File: src/logic/tpg_pkg.sv
/*
 * shared constants, types and helpers for the transmit test pattern block.
 * assumes an 8-bit management register port and one serial bit per enabled clock.
 */
package tpg_pkg;
   localparam logic [7:0] SEL_ADDR = 8'h9d;
   localparam logic [7:0] CFG_ADDR = 8'h9e;
   localparam logic [7:0] SEL_RESET = 8'h00;
   localparam logic [7:0] CFG_RESET = 8'h02;
   localparam logic [7:0] CFG_WMASK = 8'h07;
   localparam int CHK_INV_BIT = 7;
   localparam int CHK_MODE_LSB = 4;
   localparam int GEN_INV_BIT = 3;
   localparam int GEN_MODE_LSB = 0;
   localparam int SYNC_MASK_BIT = 2;
   localparam int TB_LSB = 0;
   // hits in a row needed to lock, errors that drop lock, clean run that forgives errors
   localparam logic [5:0] SYNC_RUN = 6'h20;
   localparam logic [2:0] LOSS_ERRS = 3'h4;
   localparam logic [5:0] CLEAN_RUN = 6'h10;
   localparam logic [40:0] LEN_SHORT = (41'h1 << 20) - 41'h400;
   localparam logic [40:0] LEN_MID = (41'h1 << 30) - 41'h400;
   localparam logic [40:0] LEN_LONG = (41'h1 << 40) - 41'h400;

   typedef enum logic [2:0] {
      MODE_OFF = 3'h0,
      MODE_PRBS7 = 3'h1,
      MODE_PRBS31 = 3'h2,
      MODE_USER = 3'h3
   } tpg_mode_e;

   typedef enum logic [1:0] {
      TB_CONT = 2'h0,
      TB_SHORT = 2'h1,
      TB_MID = 2'h2,
      TB_LONG = 2'h3
   } tpg_tb_e;

   typedef struct packed {
      logic wr;
      logic rd;
      logic [7:0] addr;
      logic [7:0] wdata;
   } tpg_reg_req_s;

   typedef struct packed {
      logic synced;
      logic sync_loss;
      logic error;
      logic done;
   } tpg_chk_stat_s;

   // feedback of prbs7 (x7+x6+1) or prbs31 (x31+x28+1) from a history register
   function automatic logic prbs_fb(input logic [30:0] s, input logic [2:0] mode);
      if (mode == MODE_PRBS7) begin
         return s[6] ^ s[5];
      end
      return s[30] ^ s[27];
   endfunction
endpackage

File: src/logic/tpg_checker.sv
/*
 * self-synchronising pattern checker: prbs7, prbs31 or 64-bit user pattern.
 * assumes data_in is one received bit per enabled clock on ref_clk.
 */
`timescale 1ns/1ps
module tpg_checker import tpg_pkg::*; #(
   parameter logic [40:0] LEN1 = LEN_SHORT,
   parameter logic [40:0] LEN2 = LEN_MID,
   parameter logic [40:0] LEN3 = LEN_LONG
) (
   // clock and reset
   input wire logic ref_clk,
   input wire logic rst,
   input wire logic ce,
   // configuration
   input wire logic [2:0] mode,
   input wire logic invert,
   input wire logic sync_mask,
   input wire logic [1:0] tb,
   input wire logic restart,
   input wire logic [63:0] user_pattern_word,
   // data and status
   input wire logic data_in,
   output tpg_chk_stat_s stat
);
   typedef enum logic [1:0] {CHK_IDLE, CHK_HUNT, CHK_LOCK, CHK_DONE} tpg_chk_e;
   tpg_chk_e st_q, st_d;
   logic [30:0] hist_q, hist_d;
   logic [5:0] run_q, run_d, idx_q, idx_d;
   logic [2:0] bad_q, bad_d;
   logic [40:0] cnt_q, cnt_d, len;
   logic ever_q, ever_d, loss_q, loss_d, err_q, err_d;
   logic b, exp_bit, match;

   always_comb begin
      b = data_in ^ invert ^ (mode == MODE_PRBS31);
      exp_bit = (mode == MODE_USER) ? user_pattern_word[idx_q] : prbs_fb(hist_q, mode);
      match = (b == exp_bit);
      case (tb)
         TB_SHORT: len = LEN1;
         TB_MID: len = LEN2;
         default: len = LEN3;
      endcase
      st_d = st_q;
      hist_d = {hist_q[29:0], b};
      idx_d = idx_q + 6'h1;
      run_d = run_q;
      bad_d = bad_q;
      cnt_d = cnt_q;
      ever_d = ever_q;
      loss_d = 1'b0;
      err_d = 1'b0;
      case (st_q)
         CHK_IDLE: begin
            run_d = 6'h0;
            if (mode != MODE_OFF) begin
               st_d = CHK_HUNT;
            end
         end
         CHK_HUNT: begin
            if (match) begin
               run_d = run_q + 6'h1;
               if (run_q == SYNC_RUN - 6'h1) begin
                  st_d = CHK_LOCK;
                  ever_d = 1'b1;
                  cnt_d = 41'h0;
                  run_d = 6'h0;
                  bad_d = 3'h0;
               end
            end else begin
               run_d = 6'h0;
               idx_d = (b == user_pattern_word[0]) ? 6'h1 : 6'h0;
            end
         end
         CHK_LOCK: begin
            cnt_d = cnt_q + 41'h1;
            if (!match) begin
               err_d = 1'b1;
               run_d = 6'h0;
               bad_d = bad_q + 3'h1;
               if (bad_q == LOSS_ERRS - 3'h1) begin
                  bad_d = 3'h0;
                  if (!(sync_mask && ever_q)) begin
                     loss_d = 1'b1;
                     st_d = CHK_HUNT;
                  end
               end
            end else if (run_q == CLEAN_RUN) begin
               bad_d = 3'h0;
            end else begin
               run_d = run_q + 6'h1;
            end
            if (tb != TB_CONT && cnt_q == len - 41'h1) begin
               // the finished check wins over a loss seen on its last bit
               st_d = CHK_DONE;
               loss_d = 1'b0;
            end
         end
         default: begin
            cnt_d = cnt_q;
         end
      endcase
      if (mode == MODE_OFF || restart) begin
         st_d = CHK_IDLE;
         loss_d = 1'b0;
         err_d = 1'b0;
         ever_d = 1'b0;
         cnt_d = 41'h0;
         bad_d = 3'h0;
      end
   end

   always_ff @(posedge ref_clk or posedge rst) begin
      if (rst) begin
         st_q <= CHK_IDLE;
         hist_q <= 31'h0;
         idx_q <= 6'h0;
         run_q <= 6'h0;
         bad_q <= 3'h0;
         cnt_q <= 41'h0;
         ever_q <= 1'b0;
         loss_q <= 1'b0;
         err_q <= 1'b0;
      end else if (ce) begin
         st_q <= st_d;
         hist_q <= hist_d;
         idx_q <= idx_d;
         run_q <= run_d;
         bad_q <= bad_d;
         cnt_q <= cnt_d;
         ever_q <= ever_d;
         loss_q <= loss_d;
         err_q <= err_d;
      end
   end

   assign stat = '{synced: st_q == CHK_LOCK, sync_loss: loss_q, error: err_q,
                   done: st_q == CHK_DONE};
endmodule

File: src/logic/tpg_top.sv
/*
 * transmit test pattern generator and checker with its two control registers.
 * assumes the management port and the serial data path run on ref_clk.
 */
`timescale 1ns/1ps
module tpg_top import tpg_pkg::*; #(
   parameter logic [40:0] LEN1 = LEN_SHORT,
   parameter logic [40:0] LEN2 = LEN_MID,
   parameter logic [40:0] LEN3 = LEN_LONG
) (
   // clock and reset
   input wire logic ref_clk,
   input wire logic rst,
   input wire logic ce,
   // management registers
   input tpg_reg_req_s reg_req,
   output logic [7:0] reg_rdata_q,
   // user pattern from its own registers
   input wire logic [63:0] user_pattern_word,
   // transmit data path
   input wire logic tx_data_in,
   output logic tx_data_out_q,
   // checker data and status
   input wire logic chk_data_in,
   output tpg_chk_stat_s chk_stat
);
   logic [7:0] sel_q, sel_d, cfg_q, cfg_d, rdata_d;
   logic [30:0] lfsr_q, lfsr_d;
   logic [5:0] idx_q, idx_d;
   logic [2:0] gen_mode;
   logic tx_d, gen_raw, restart;

   // register group
   always_comb begin
      sel_d = sel_q;
      cfg_d = cfg_q;
      rdata_d = reg_rdata_q;
      restart = 1'b0;
      if (reg_req.wr) begin
         if (reg_req.addr == SEL_ADDR) begin
            sel_d = reg_req.wdata;
            restart = 1'b1;
         end else if (reg_req.addr == CFG_ADDR) begin
            cfg_d = reg_req.wdata & CFG_WMASK;
            restart = 1'b1;
         end
      end
      if (reg_req.rd) begin
         if (reg_req.addr == SEL_ADDR) begin
            rdata_d = sel_q;
         end else if (reg_req.addr == CFG_ADDR) begin
            rdata_d = cfg_q;
         end else begin
            rdata_d = 8'h00;
         end
      end
   end

   always_ff @(posedge ref_clk or posedge rst) begin
      if (rst) begin
         sel_q <= SEL_RESET;
         cfg_q <= CFG_RESET;
         reg_rdata_q <= 8'h00;
      end else if (ce) begin
         sel_q <= sel_d;
         cfg_q <= cfg_d;
         reg_rdata_q <= rdata_d;
      end
   end

   // generator group
   assign gen_mode = sel_q[GEN_MODE_LSB +: 3];

   always_comb begin
      lfsr_d = lfsr_q;
      idx_d = 6'h0;
      case (gen_mode)
         MODE_PRBS7: begin
            gen_raw = prbs_fb(lfsr_q, gen_mode);
            lfsr_d = {lfsr_q[29:0], gen_raw};
         end
         MODE_PRBS31: begin
            gen_raw = ~prbs_fb(lfsr_q, gen_mode);
            lfsr_d = {lfsr_q[29:0], ~gen_raw};
         end
         MODE_USER: begin
            gen_raw = user_pattern_word[idx_q];
            idx_d = idx_q + 6'h1;
         end
         default: begin
            gen_raw = 1'b0;
            // reseed while off so prbs7 restarts from a live state
            lfsr_d = {31{1'b1}};
         end
      endcase
      if (gen_mode == MODE_OFF || gen_mode > MODE_USER) begin
         tx_d = tx_data_in;
      end else begin
         tx_d = gen_raw ^ sel_q[GEN_INV_BIT];
      end
   end

   always_ff @(posedge ref_clk or posedge rst) begin
      if (rst) begin
         lfsr_q <= {31{1'b1}};
         idx_q <= 6'h0;
         tx_data_out_q <= 1'b0;
      end else if (ce) begin
         lfsr_q <= lfsr_d;
         idx_q <= idx_d;
         tx_data_out_q <= tx_d;
      end
   end

   tpg_checker #(
      .LEN1(LEN1),
      .LEN2(LEN2),
      .LEN3(LEN3)
   ) u_chk (
      .ref_clk(ref_clk),
      .rst(rst),
      .ce(ce),
      .mode(sel_q[CHK_MODE_LSB +: 3]),
      .invert(sel_q[CHK_INV_BIT]),
      .sync_mask(cfg_q[SYNC_MASK_BIT]),
      .tb(cfg_q[TB_LSB +: 2]),
      .restart(restart && ce),
      .user_pattern_word(user_pattern_word),
      .data_in(chk_data_in),
      .stat(chk_stat)
   );
endmodule

File: config.mk
export PLATFORM = sky130hd
export DESIGN_NAME = tpg_top
export DESIGN_NICKNAME = d
export VERILOG_FILES = /design/src/logic/tpg_pkg.sv /design/src/logic/tpg_checker.sv /design/src/logic/tpg_top.sv
export SDC_FILE = /design/constraint.sdc
export NUM_CORES = 1
export LEC_CHECK = 0
export BUFFER_PORTS_ARGS = -buffer_cell sky130_fd_sc_hd__buf_2
export CAP_MARGIN = 25
export CORE_AREA = 3 3 159 161
export DETAILED_ROUTE_END_ITERATION = 6
export DIE_AREA = 0 0 162 164
export PLACE_DENSITY = 0.51
export SLEW_MARGIN = 20
export SYNTH_ARGS = -nofsm -noshare
export SYNTH_HDL_FRONTEND = slang
export SYNTH_SLANG_ARGS = --single-unit
export TNS_END_PERCENT = 5
File: constraint.sdc
create_clock -name ref_clk -period 9 [get_ports ref_clk]
set_input_delay 1.8 -clock ref_clk [delete_from_list [all_inputs] [get_ports ref_clk]]
set_output_delay 1.8 -clock ref_clk [all_outputs]
set_load 0.01 [all_outputs]
==> reports/qor.txt, run 1 <==
status - finished clean
GR Util All Layers - 15.83%
Initial Util - 34.83%
Slew HR - 36.81%
commonest register cell after synthesis - dfrtp_1
hold path depth - 2
Worst setup SP type - input port
Tightest Pin Transition - 947.8 ps
initial antenna violation count - 0
Post-Synth Adder-Cell Area - 1.788%
Seq pwr share - 44.1%
register area share after synthesis - 44.88%
clk root buf - clkbuf_16
max-cap viol count - 0
first-pass GRT wire length - 33.71 mm
HP Class - flip-flop to flip-flop
post-synthesis mux area share - 16.09%
Power Internal - 1320 uW
cts bufs inserted - 17
Reg2Reg Setup Slack - 5210 ps
I/O Buffers - 99
Layout area overhead - 16.17%
simple-gate share of the synthesized area - 14.60%
worst r2r dst - u_chk.bad_q[0]$_DFFE_PP0P_
Setup Buffers After CTS - 0
largest net degree at the start of global routing - 77
nets@finish - 950
fraction of layout cells with a size suffix above 1 - 30.79%
crit-path max cell delay - 810 ps
DP Area - 9117 sq um
worst endpoint required time - 9350 ps
DRT antenna net count - 0
post-DP HPWL - 14.04 mm
Ys Warns - 0
Worst path slowest cell - and2_1
Switching Fraction - 30.57%
Crit Path Class - input port to flip-flop
final instance area - 9754 sq um
WP data arrival - 4730 ps
CP max FO - 56
GPL Wtd Cong - 0.7796
CTS hold repair buffers - 0
final setup violation count - 0
cell depth of the worst flop-to-flop path - 9
P_sw - 581.0 uW
R2R Path Start - u_chk.idx_q[0]$_DFFE_PP0P_
cts repair resizes - 0
core area - 24110 sq um
RSZ-0062 raised after global routing - false
Syn Area/Cell - 10.83 sq um
Vert. Die Dim - 164 microns
average routed wire per standard cell - 17.09 microns
max-slew violation count - 0
post-synthesis cell type count - 76
Finished Core Util - 40.47%
Setup Slack @ Placement - 4162 ps
main combinational cell family by area after synthesis - compound AO/OA/AOI/OAI gates
crit end category - flip-flop
Final Cycle Share - 48.63%
hold endpoint - reg_rdata_q[1]$_DFFE_PP0P_
CP dominant cell by count - buf_4
Clock transition at path regs - 70 ps
async set or reset register ratio after synthesis - 100.0%
Max Clock Skew - 10.14 ps
maximum VDD drop - 117.2 uV
Die Area - 26570 sq um
drt first pass iters - 5
worst path cell trace - buf_2, buf_4, nand4_1, o32a_1, and2_1, nand2_1, o21ba_1, buf_4, a41oi_1, a31oi_1
fin crit period - 4377 ps
FF+latch count, synth - 149
Final Worst Setup Slack - 4623 ps
DIE WIDTH - 162 microns
Clk Latency, worst-skew pair - 430 ps
via/cell ratio - 5.428
clock sink total - 149
Syn Nets - 874
Clk pwr share - 38.3%
number of synthesized flops with an enable pin - 0
Setup TNS - 0 ps
Pleak - 0.003996 uW
Cell Rows - 57
fmax - 0.2285 GHz
H-tree levels - 4
DRC - 0
cell count after synthesis - 775
total wire length - 20.31 mm
hold_sp - reg_rdata_q[1]$_DFFE_PP0P_
I/O Pins - 100
remaining global-route overflow - 0
Layout fillers - 2422
1st-iter DRT viols - 380
synthesized area - 8397 sq um
Hold Vio Cnt, Final - 0
xor-xnor portion of the synthesized cell area - 1.252%
vias in the first global route - 6357
Comb power frac - 17.7%
CTS tree - yes
DR vias - 6449
ANT cells - 0
power density over the cells - 194.8 nW/um^2
Compound-Gate Fraction of Synth Area - 17.58%
Clock Path Buffers - 2
final cells by class:
class / instances / area (sq um) / share of cell area (%)
Multi-Input combinational cell: 557 / 4323 / 44.32
Timing Repair Buffer: 108 / 583.1 / 5.977
Sequential cell: 149 / 3769 / 38.64
Clock inverter: 14 / 151.4 / 1.552
Tap cell: 324 / 405.4 / 4.156
Inverter: 18 / 72.57 / 0.7440
Clock buffer: 18 / 450.4 / 4.618
cell usage in the layout, fill, tap and decap left out, drive strengths merged, types with 22 or more instances in the layout:
master,netlist,layout
inv,17,28
dfstp,32,32
a31oi,24,24
o22a,32,32
nor2,33,33
and3,22,22
a21oi,46,46
mux2,44,44
nand2,69,69
o21ai,29,29
nand3,27,27
buf,17,108
mux4,34,34
dfrtp,117,117
sequential cells by signal, summed over array words and instances, names as in the netlist, 2 cells and up:
name and count:
cfg_q 3, u_chk.idx_q 6, u_chk.bad_q 3, reg_rdata_q 8
u_chk.hist_q 31, idx_q 6, sel_q 8, u_chk.st_q 2
u_chk.run_q 6, lfsr_q 31, u_chk.cnt_q 41
cell usage after synthesis, types with 9 or more instances:
| library cell | count | area [sq um] |
|---|---|---|
| a21oi_1 | 46 | 230.2 |
| mux2_2 | 44 | 495.5 |
| clkbuf_1 | 34 | 127.6 |
| a31oi_1 | 23 | 143.9 |
| inv_1 | 17 | 63.81 |
| mux2i_1 | 9 | 90.09 |
| o21ai_0 | 27 | 135.1 |
| o22a_1 | 32 | 280.3 |
| dfstp_2 | 32 | 840.8 |
| nor3_1 | 9 | 45.04 |
| nand2_1 | 69 | 259.0 |
| and3_1 | 22 | 137.6 |
| a41oi_1 | 10 | 87.58 |
| o21a_1 | 16 | 120.1 |
| nand4_1 | 15 | 93.84 |
| ha_1 | 12 | 150.1 |
| nand2b_1 | 12 | 75.07 |
| nor2_1 | 33 | 123.9 |
| mux4_2 | 34 | 765.7 |
| nor2b_1 | 9 | 56.30 |
| nand3_1 | 27 | 135.1 |
| dfrtp_1 | 117 | 2928 |
worst max-delay path, delay by kind of cell:
kind | cells | cell delay (ps)
buffers and inverters | 3 | 760
AND/OR/NAND/NOR | 3 | 1200
AO/OA/AOI/OAI | 4 | 940
worst max path at each step:
stage	start	to	cells past startpoint
final	ce	u_chk.cnt_q[21]$_DFFE_PP0P_	10
after global routing	ce	u_chk.cnt_q[21]$_DFFE_PP0P_	10
after CTS	ce	u_chk.cnt_q[26]$_DFFE_PP0P_	10
after detailed placement	ce	u_chk.cnt_q[35]$_DFFE_PP0P_	10
after global placement	ce	u_chk.cnt_q[35]$_DFFE_PP0P_	10
after floorplan	rst	cfg_q[0]$_DFFE_PP0P_	1
power groups by stage:
stage / registers, uW / logic [uW] / clock network [uW]
final: 837 / 336 / 728
after global routing: 854 / 373 / 777
after CTS: 839 / 338 / 750
after detailed placement: 851 / 336 / 0
after global placement: 850 / 334 / 0
after floorplan: 783 / 313 / 0
kinds of logic (layout without fill, tap and decap cells):
group | after synthesis | count (layout)
and+or+nand+nor | 236 | 236
buffers and inverters | 69 | 158
muxes | 87 | 87
adders and majority gates | 12 | 12
AOI/OAI and AO/OA | 210 | 210
xor gates and xnor gates | 12 | 12
DFF | 149 | 149
per-layer routing:
layer,vias to the layer above,GRT usage [%],wire (microns)
met2,118,25.66,9558
li1,3109,-,-
met3,22,2.976,813
met4,0,4.847,280
met1,3200,21.64,9655
met5,-,0,0
through the flow:
| step | cells | total power [uW] | hold slack (ps) |
|---|---|---|---|
| 2_1_floorplan | 775 | 1097 | 451.7 |
| 3_3_place_gp | 1154 | 1184 | 457.6 |
| 3_5_place_dp | 1154 | 1187 | 468.4 |
| 4_1_cts | 1186 | 1926 | 483.8 |
| 5_1_grt | 1188 | 2004 | 508.5 |
| 6_report | 1188 | 1901 | 476.8 |
Power figures use the tool's default switching activity.
==> inputs of run 2 (changes only) <==
Clock period 9 ns to 4.4 ns, I/O delays scaled along.
==> run 2 against run 1 <==
Against the previous run: clock power rose by 98%; non-clock buffer count rose by 6; design area rose by 0.49%; die area did not move; clock skew fell by 3.3 ps; sequential share of layout area fell by 0.19 points; highest routed layer unchanged; sequential power rose by 100%; critical endpoint is now u_chk.cnt_q[33]$_DFFE_PP0P_; worst hold slack barely moved; utilization rose by 0.20 points.
==> reports/qor.txt, run 2 (same netlist as run 1, synthesis figures left out) <==
core area - 24110 sq um (unchanged)
H-tree levels - 4 (unchanged)
fin crit period - 3709 ps
biggest regs - u_chk.cnt_q (41), lfsr_q (31), u_chk.hist_q (31) (unchanged)
average routed wire per standard cell - 17.47 microns (was 17.09 microns)
maximum VDD drop - 159.8 uV (was 117.2 uV)
DIE WIDTH - 162 microns (unchanged)
nets@finish - 956 (was 950)
ANT cells - 0 (unchanged)
Initial Util - 34.83% (unchanged)
WP data arrival - 4050 ps (was 4730 ps)
status - finished clean (unchanged)
DRT antenna net count - 0 (unchanged)
Layout fillers - 2421 (was 2422)
GR Util All Layers - 16.11% (was 15.83%)
I/O Pins - 100 (unchanged)
max-slew violation count - 0 (unchanged)
worst endpoint required time - 4750 ps (was 9350 ps)
CP max FO - 36 (was 56)
Clk Latency, worst-skew pair - 430 ps (about the same)
I/O Buffers - 99 (unchanged)
drt first pass iters - 4 (was 5)
HP Class - flip-flop to flip-flop (unchanged)
Vert. Die Dim - 164 microns (unchanged)
Layout area overhead - 16.73% (was 16.17%)
Clock Path Buffers - 2 (unchanged)
most common cell after layout, fill and taps aside - dfrtp_1 (unchanged)
clk root buf - clkbuf_16 (unchanged)
post-DP HPWL - 14.73 mm (was 14.04 mm)
initial antenna violation count - 0 (unchanged)
max reg flops - 41 (unchanged)
clock sink total - 149 (unchanged)
Setup Buffers After CTS - 0 (unchanged)
1st-iter DRT viols - 453 (was 380)
CTS tree - yes (unchanged)
Hold Vio Cnt, Final - 0 (unchanged)
Reg area - 3769 sq um (unchanged)
crit end category - flip-flop (unchanged)
Die Area - 26570 sq um (unchanged)
overall power - 3847 uW (was 1901 uW)
largest net degree at the start of global routing - 55 (was 77)
Pleak - 0.004014 uW (was 0.003996 uW)
DRC - 0 (unchanged)
CTS hold repair buffers - 0 (unchanged)
cts repair resizes - 0 (unchanged)
Setup TNS - 0 ps (unchanged)
power density over the cells - 392.5 nW/um^2 (was 194.8 nW/um^2)
fraction of layout cells with a size suffix above 1 - 31.26% (was 30.79%)
Worst setup SP type - flip-flop (was input port)
Cell Rows - 57 (unchanged)
Max Clock Skew - 6.875 ps (was 10.14 ps)
cts bufs inserted - 17 (unchanged)
Final Cycle Share - 84.29%
remaining global-route overflow - 0 (unchanged)
Crit Path Class - flip-flop to flip-flop (was input port to flip-flop)
area of the multi-input gates - 4323 sq um (unchanged)
Slew HR - 40.28% (was 36.81%)
vias in the first global route - 6481 (was 6357)
Tightest Pin Transition - 895.8 ps (was 947.8 ps)
most frequent cells in the layout - dfrtp_1, buf_2, nand2_1 (unchanged)
first-pass GRT wire length - 34.22 mm (was 33.71 mm)
via/cell ratio - 5.421 (was 5.428)
total wire length - 20.86 mm (was 20.31 mm)
fmax - 0.2696 GHz
final setup violation count - 0 (unchanged)
DR vias - 6473 (was 6449)
Clock transition at path regs - 70 ps (about the same)
max-cap viol count - 0 (unchanged)
RSZ-0062 raised after global routing - false (unchanged)
Biggest register - u_chk.cnt_q (unchanged)
GPL Wtd Cong - 0.7967 (was 0.7796)
run 2: cell count changes in the layout (fill, tap and decap cells not counted):
cell | before | now
buf_4 | 7 | 12
inv_8 | 7 | 2
clkinv_8 | 2 | 5
clkinv_4 | 0 | 2
buf_12 | 1 | 2
clkbuf_16 | 18 | 17
clkinvlp_4 | 1 | 2
inv_4 | 1 | 2
inv_6 | 4 | 3
run 2: worst max-delay path, stage by stage (launching register included):
cell       delay [ps]
dfrtp_1           930
mux4_2            620
o32ai_1           240
o21ai_1           220
and4_4            280
a2111oi_2         430
o21ba_1           160
buf_4             370
a41oi_1           170
a31oi_1           170
run 2: cell type report:
class	instances	share of cell area (%)
timing repair buffer	114	6.536
clock buffer	17	4.340
tap	324	4.136
inverter	18	0.7276
sequential	149	38.45
multi-input combinational	557	44.10
clock inverter	15	1.710
run 2: layer usage:
layer  up-vias  part of all wire [%]  track usage (%)
li1       3113                     -                -
met3        16                   4.2            3.783
met5         -                     0                0
met1      3244                    47            22.12
met4         0                   1.0            3.955
met2       100                    47            25.93
run 2: report_power, final:
group / internal, uW / switching, uW
clock: 759 / 679
combinational: 393 / 315
sequential: 1520 / 186
run 2: per-stage QoR:
| step | hold slack, ps | instance area [sq um] | std cells | setup WS [ps] | util (%) |
|---|---|---|---|---|---|
| 3_5_place_dp | 466.4 | 9194 | 1161 | 631.8 | 38.14 |
| 3_3_place_gp | 457.0 | 9194 | 1161 | 678.0 | 38.14 |
| 6_report | 477.0 | 9802 | 1194 | 691.4 | 40.66 |
| 5_1_grt | 504.7 | 9802 | 1194 | 314.0 | 40.66 |
| 4_1_cts | 482.8 | 9787 | 1193 | 628.7 | 40.60 |
| 2_1_floorplan | 451.7 | 8401 | 775 | 1259 | - |
run 2: path summary, 6_finish.rpt:
path                                            start                          end  slack [ps]  cells past startpoint
setup / recovery           u_chk.idx_q[0]$_DFFE_PP0P_  u_chk.cnt_q[33]$_DFFE_PP0P_         690                      9
min in group asynchronous                         rst         idx_q[5]$_DFFE_PP0P_         600                      2
hold reg to reg            reg_rdata_q[3]$_DFFE_PP0P_   reg_rdata_q[3]$_DFFE_PP0P_         480                      2
max in group asynchronous                         rst  u_chk.cnt_q[33]$_DFFE_PP0P_        2880                      3
setup reg to reg           u_chk.idx_q[0]$_DFFE_PP0P_  u_chk.cnt_q[33]$_DFFE_PP0P_         690                      9
hold / removal             reg_rdata_q[3]$_DFFE_PP0P_   reg_rdata_q[3]$_DFFE_PP0P_         480                      2
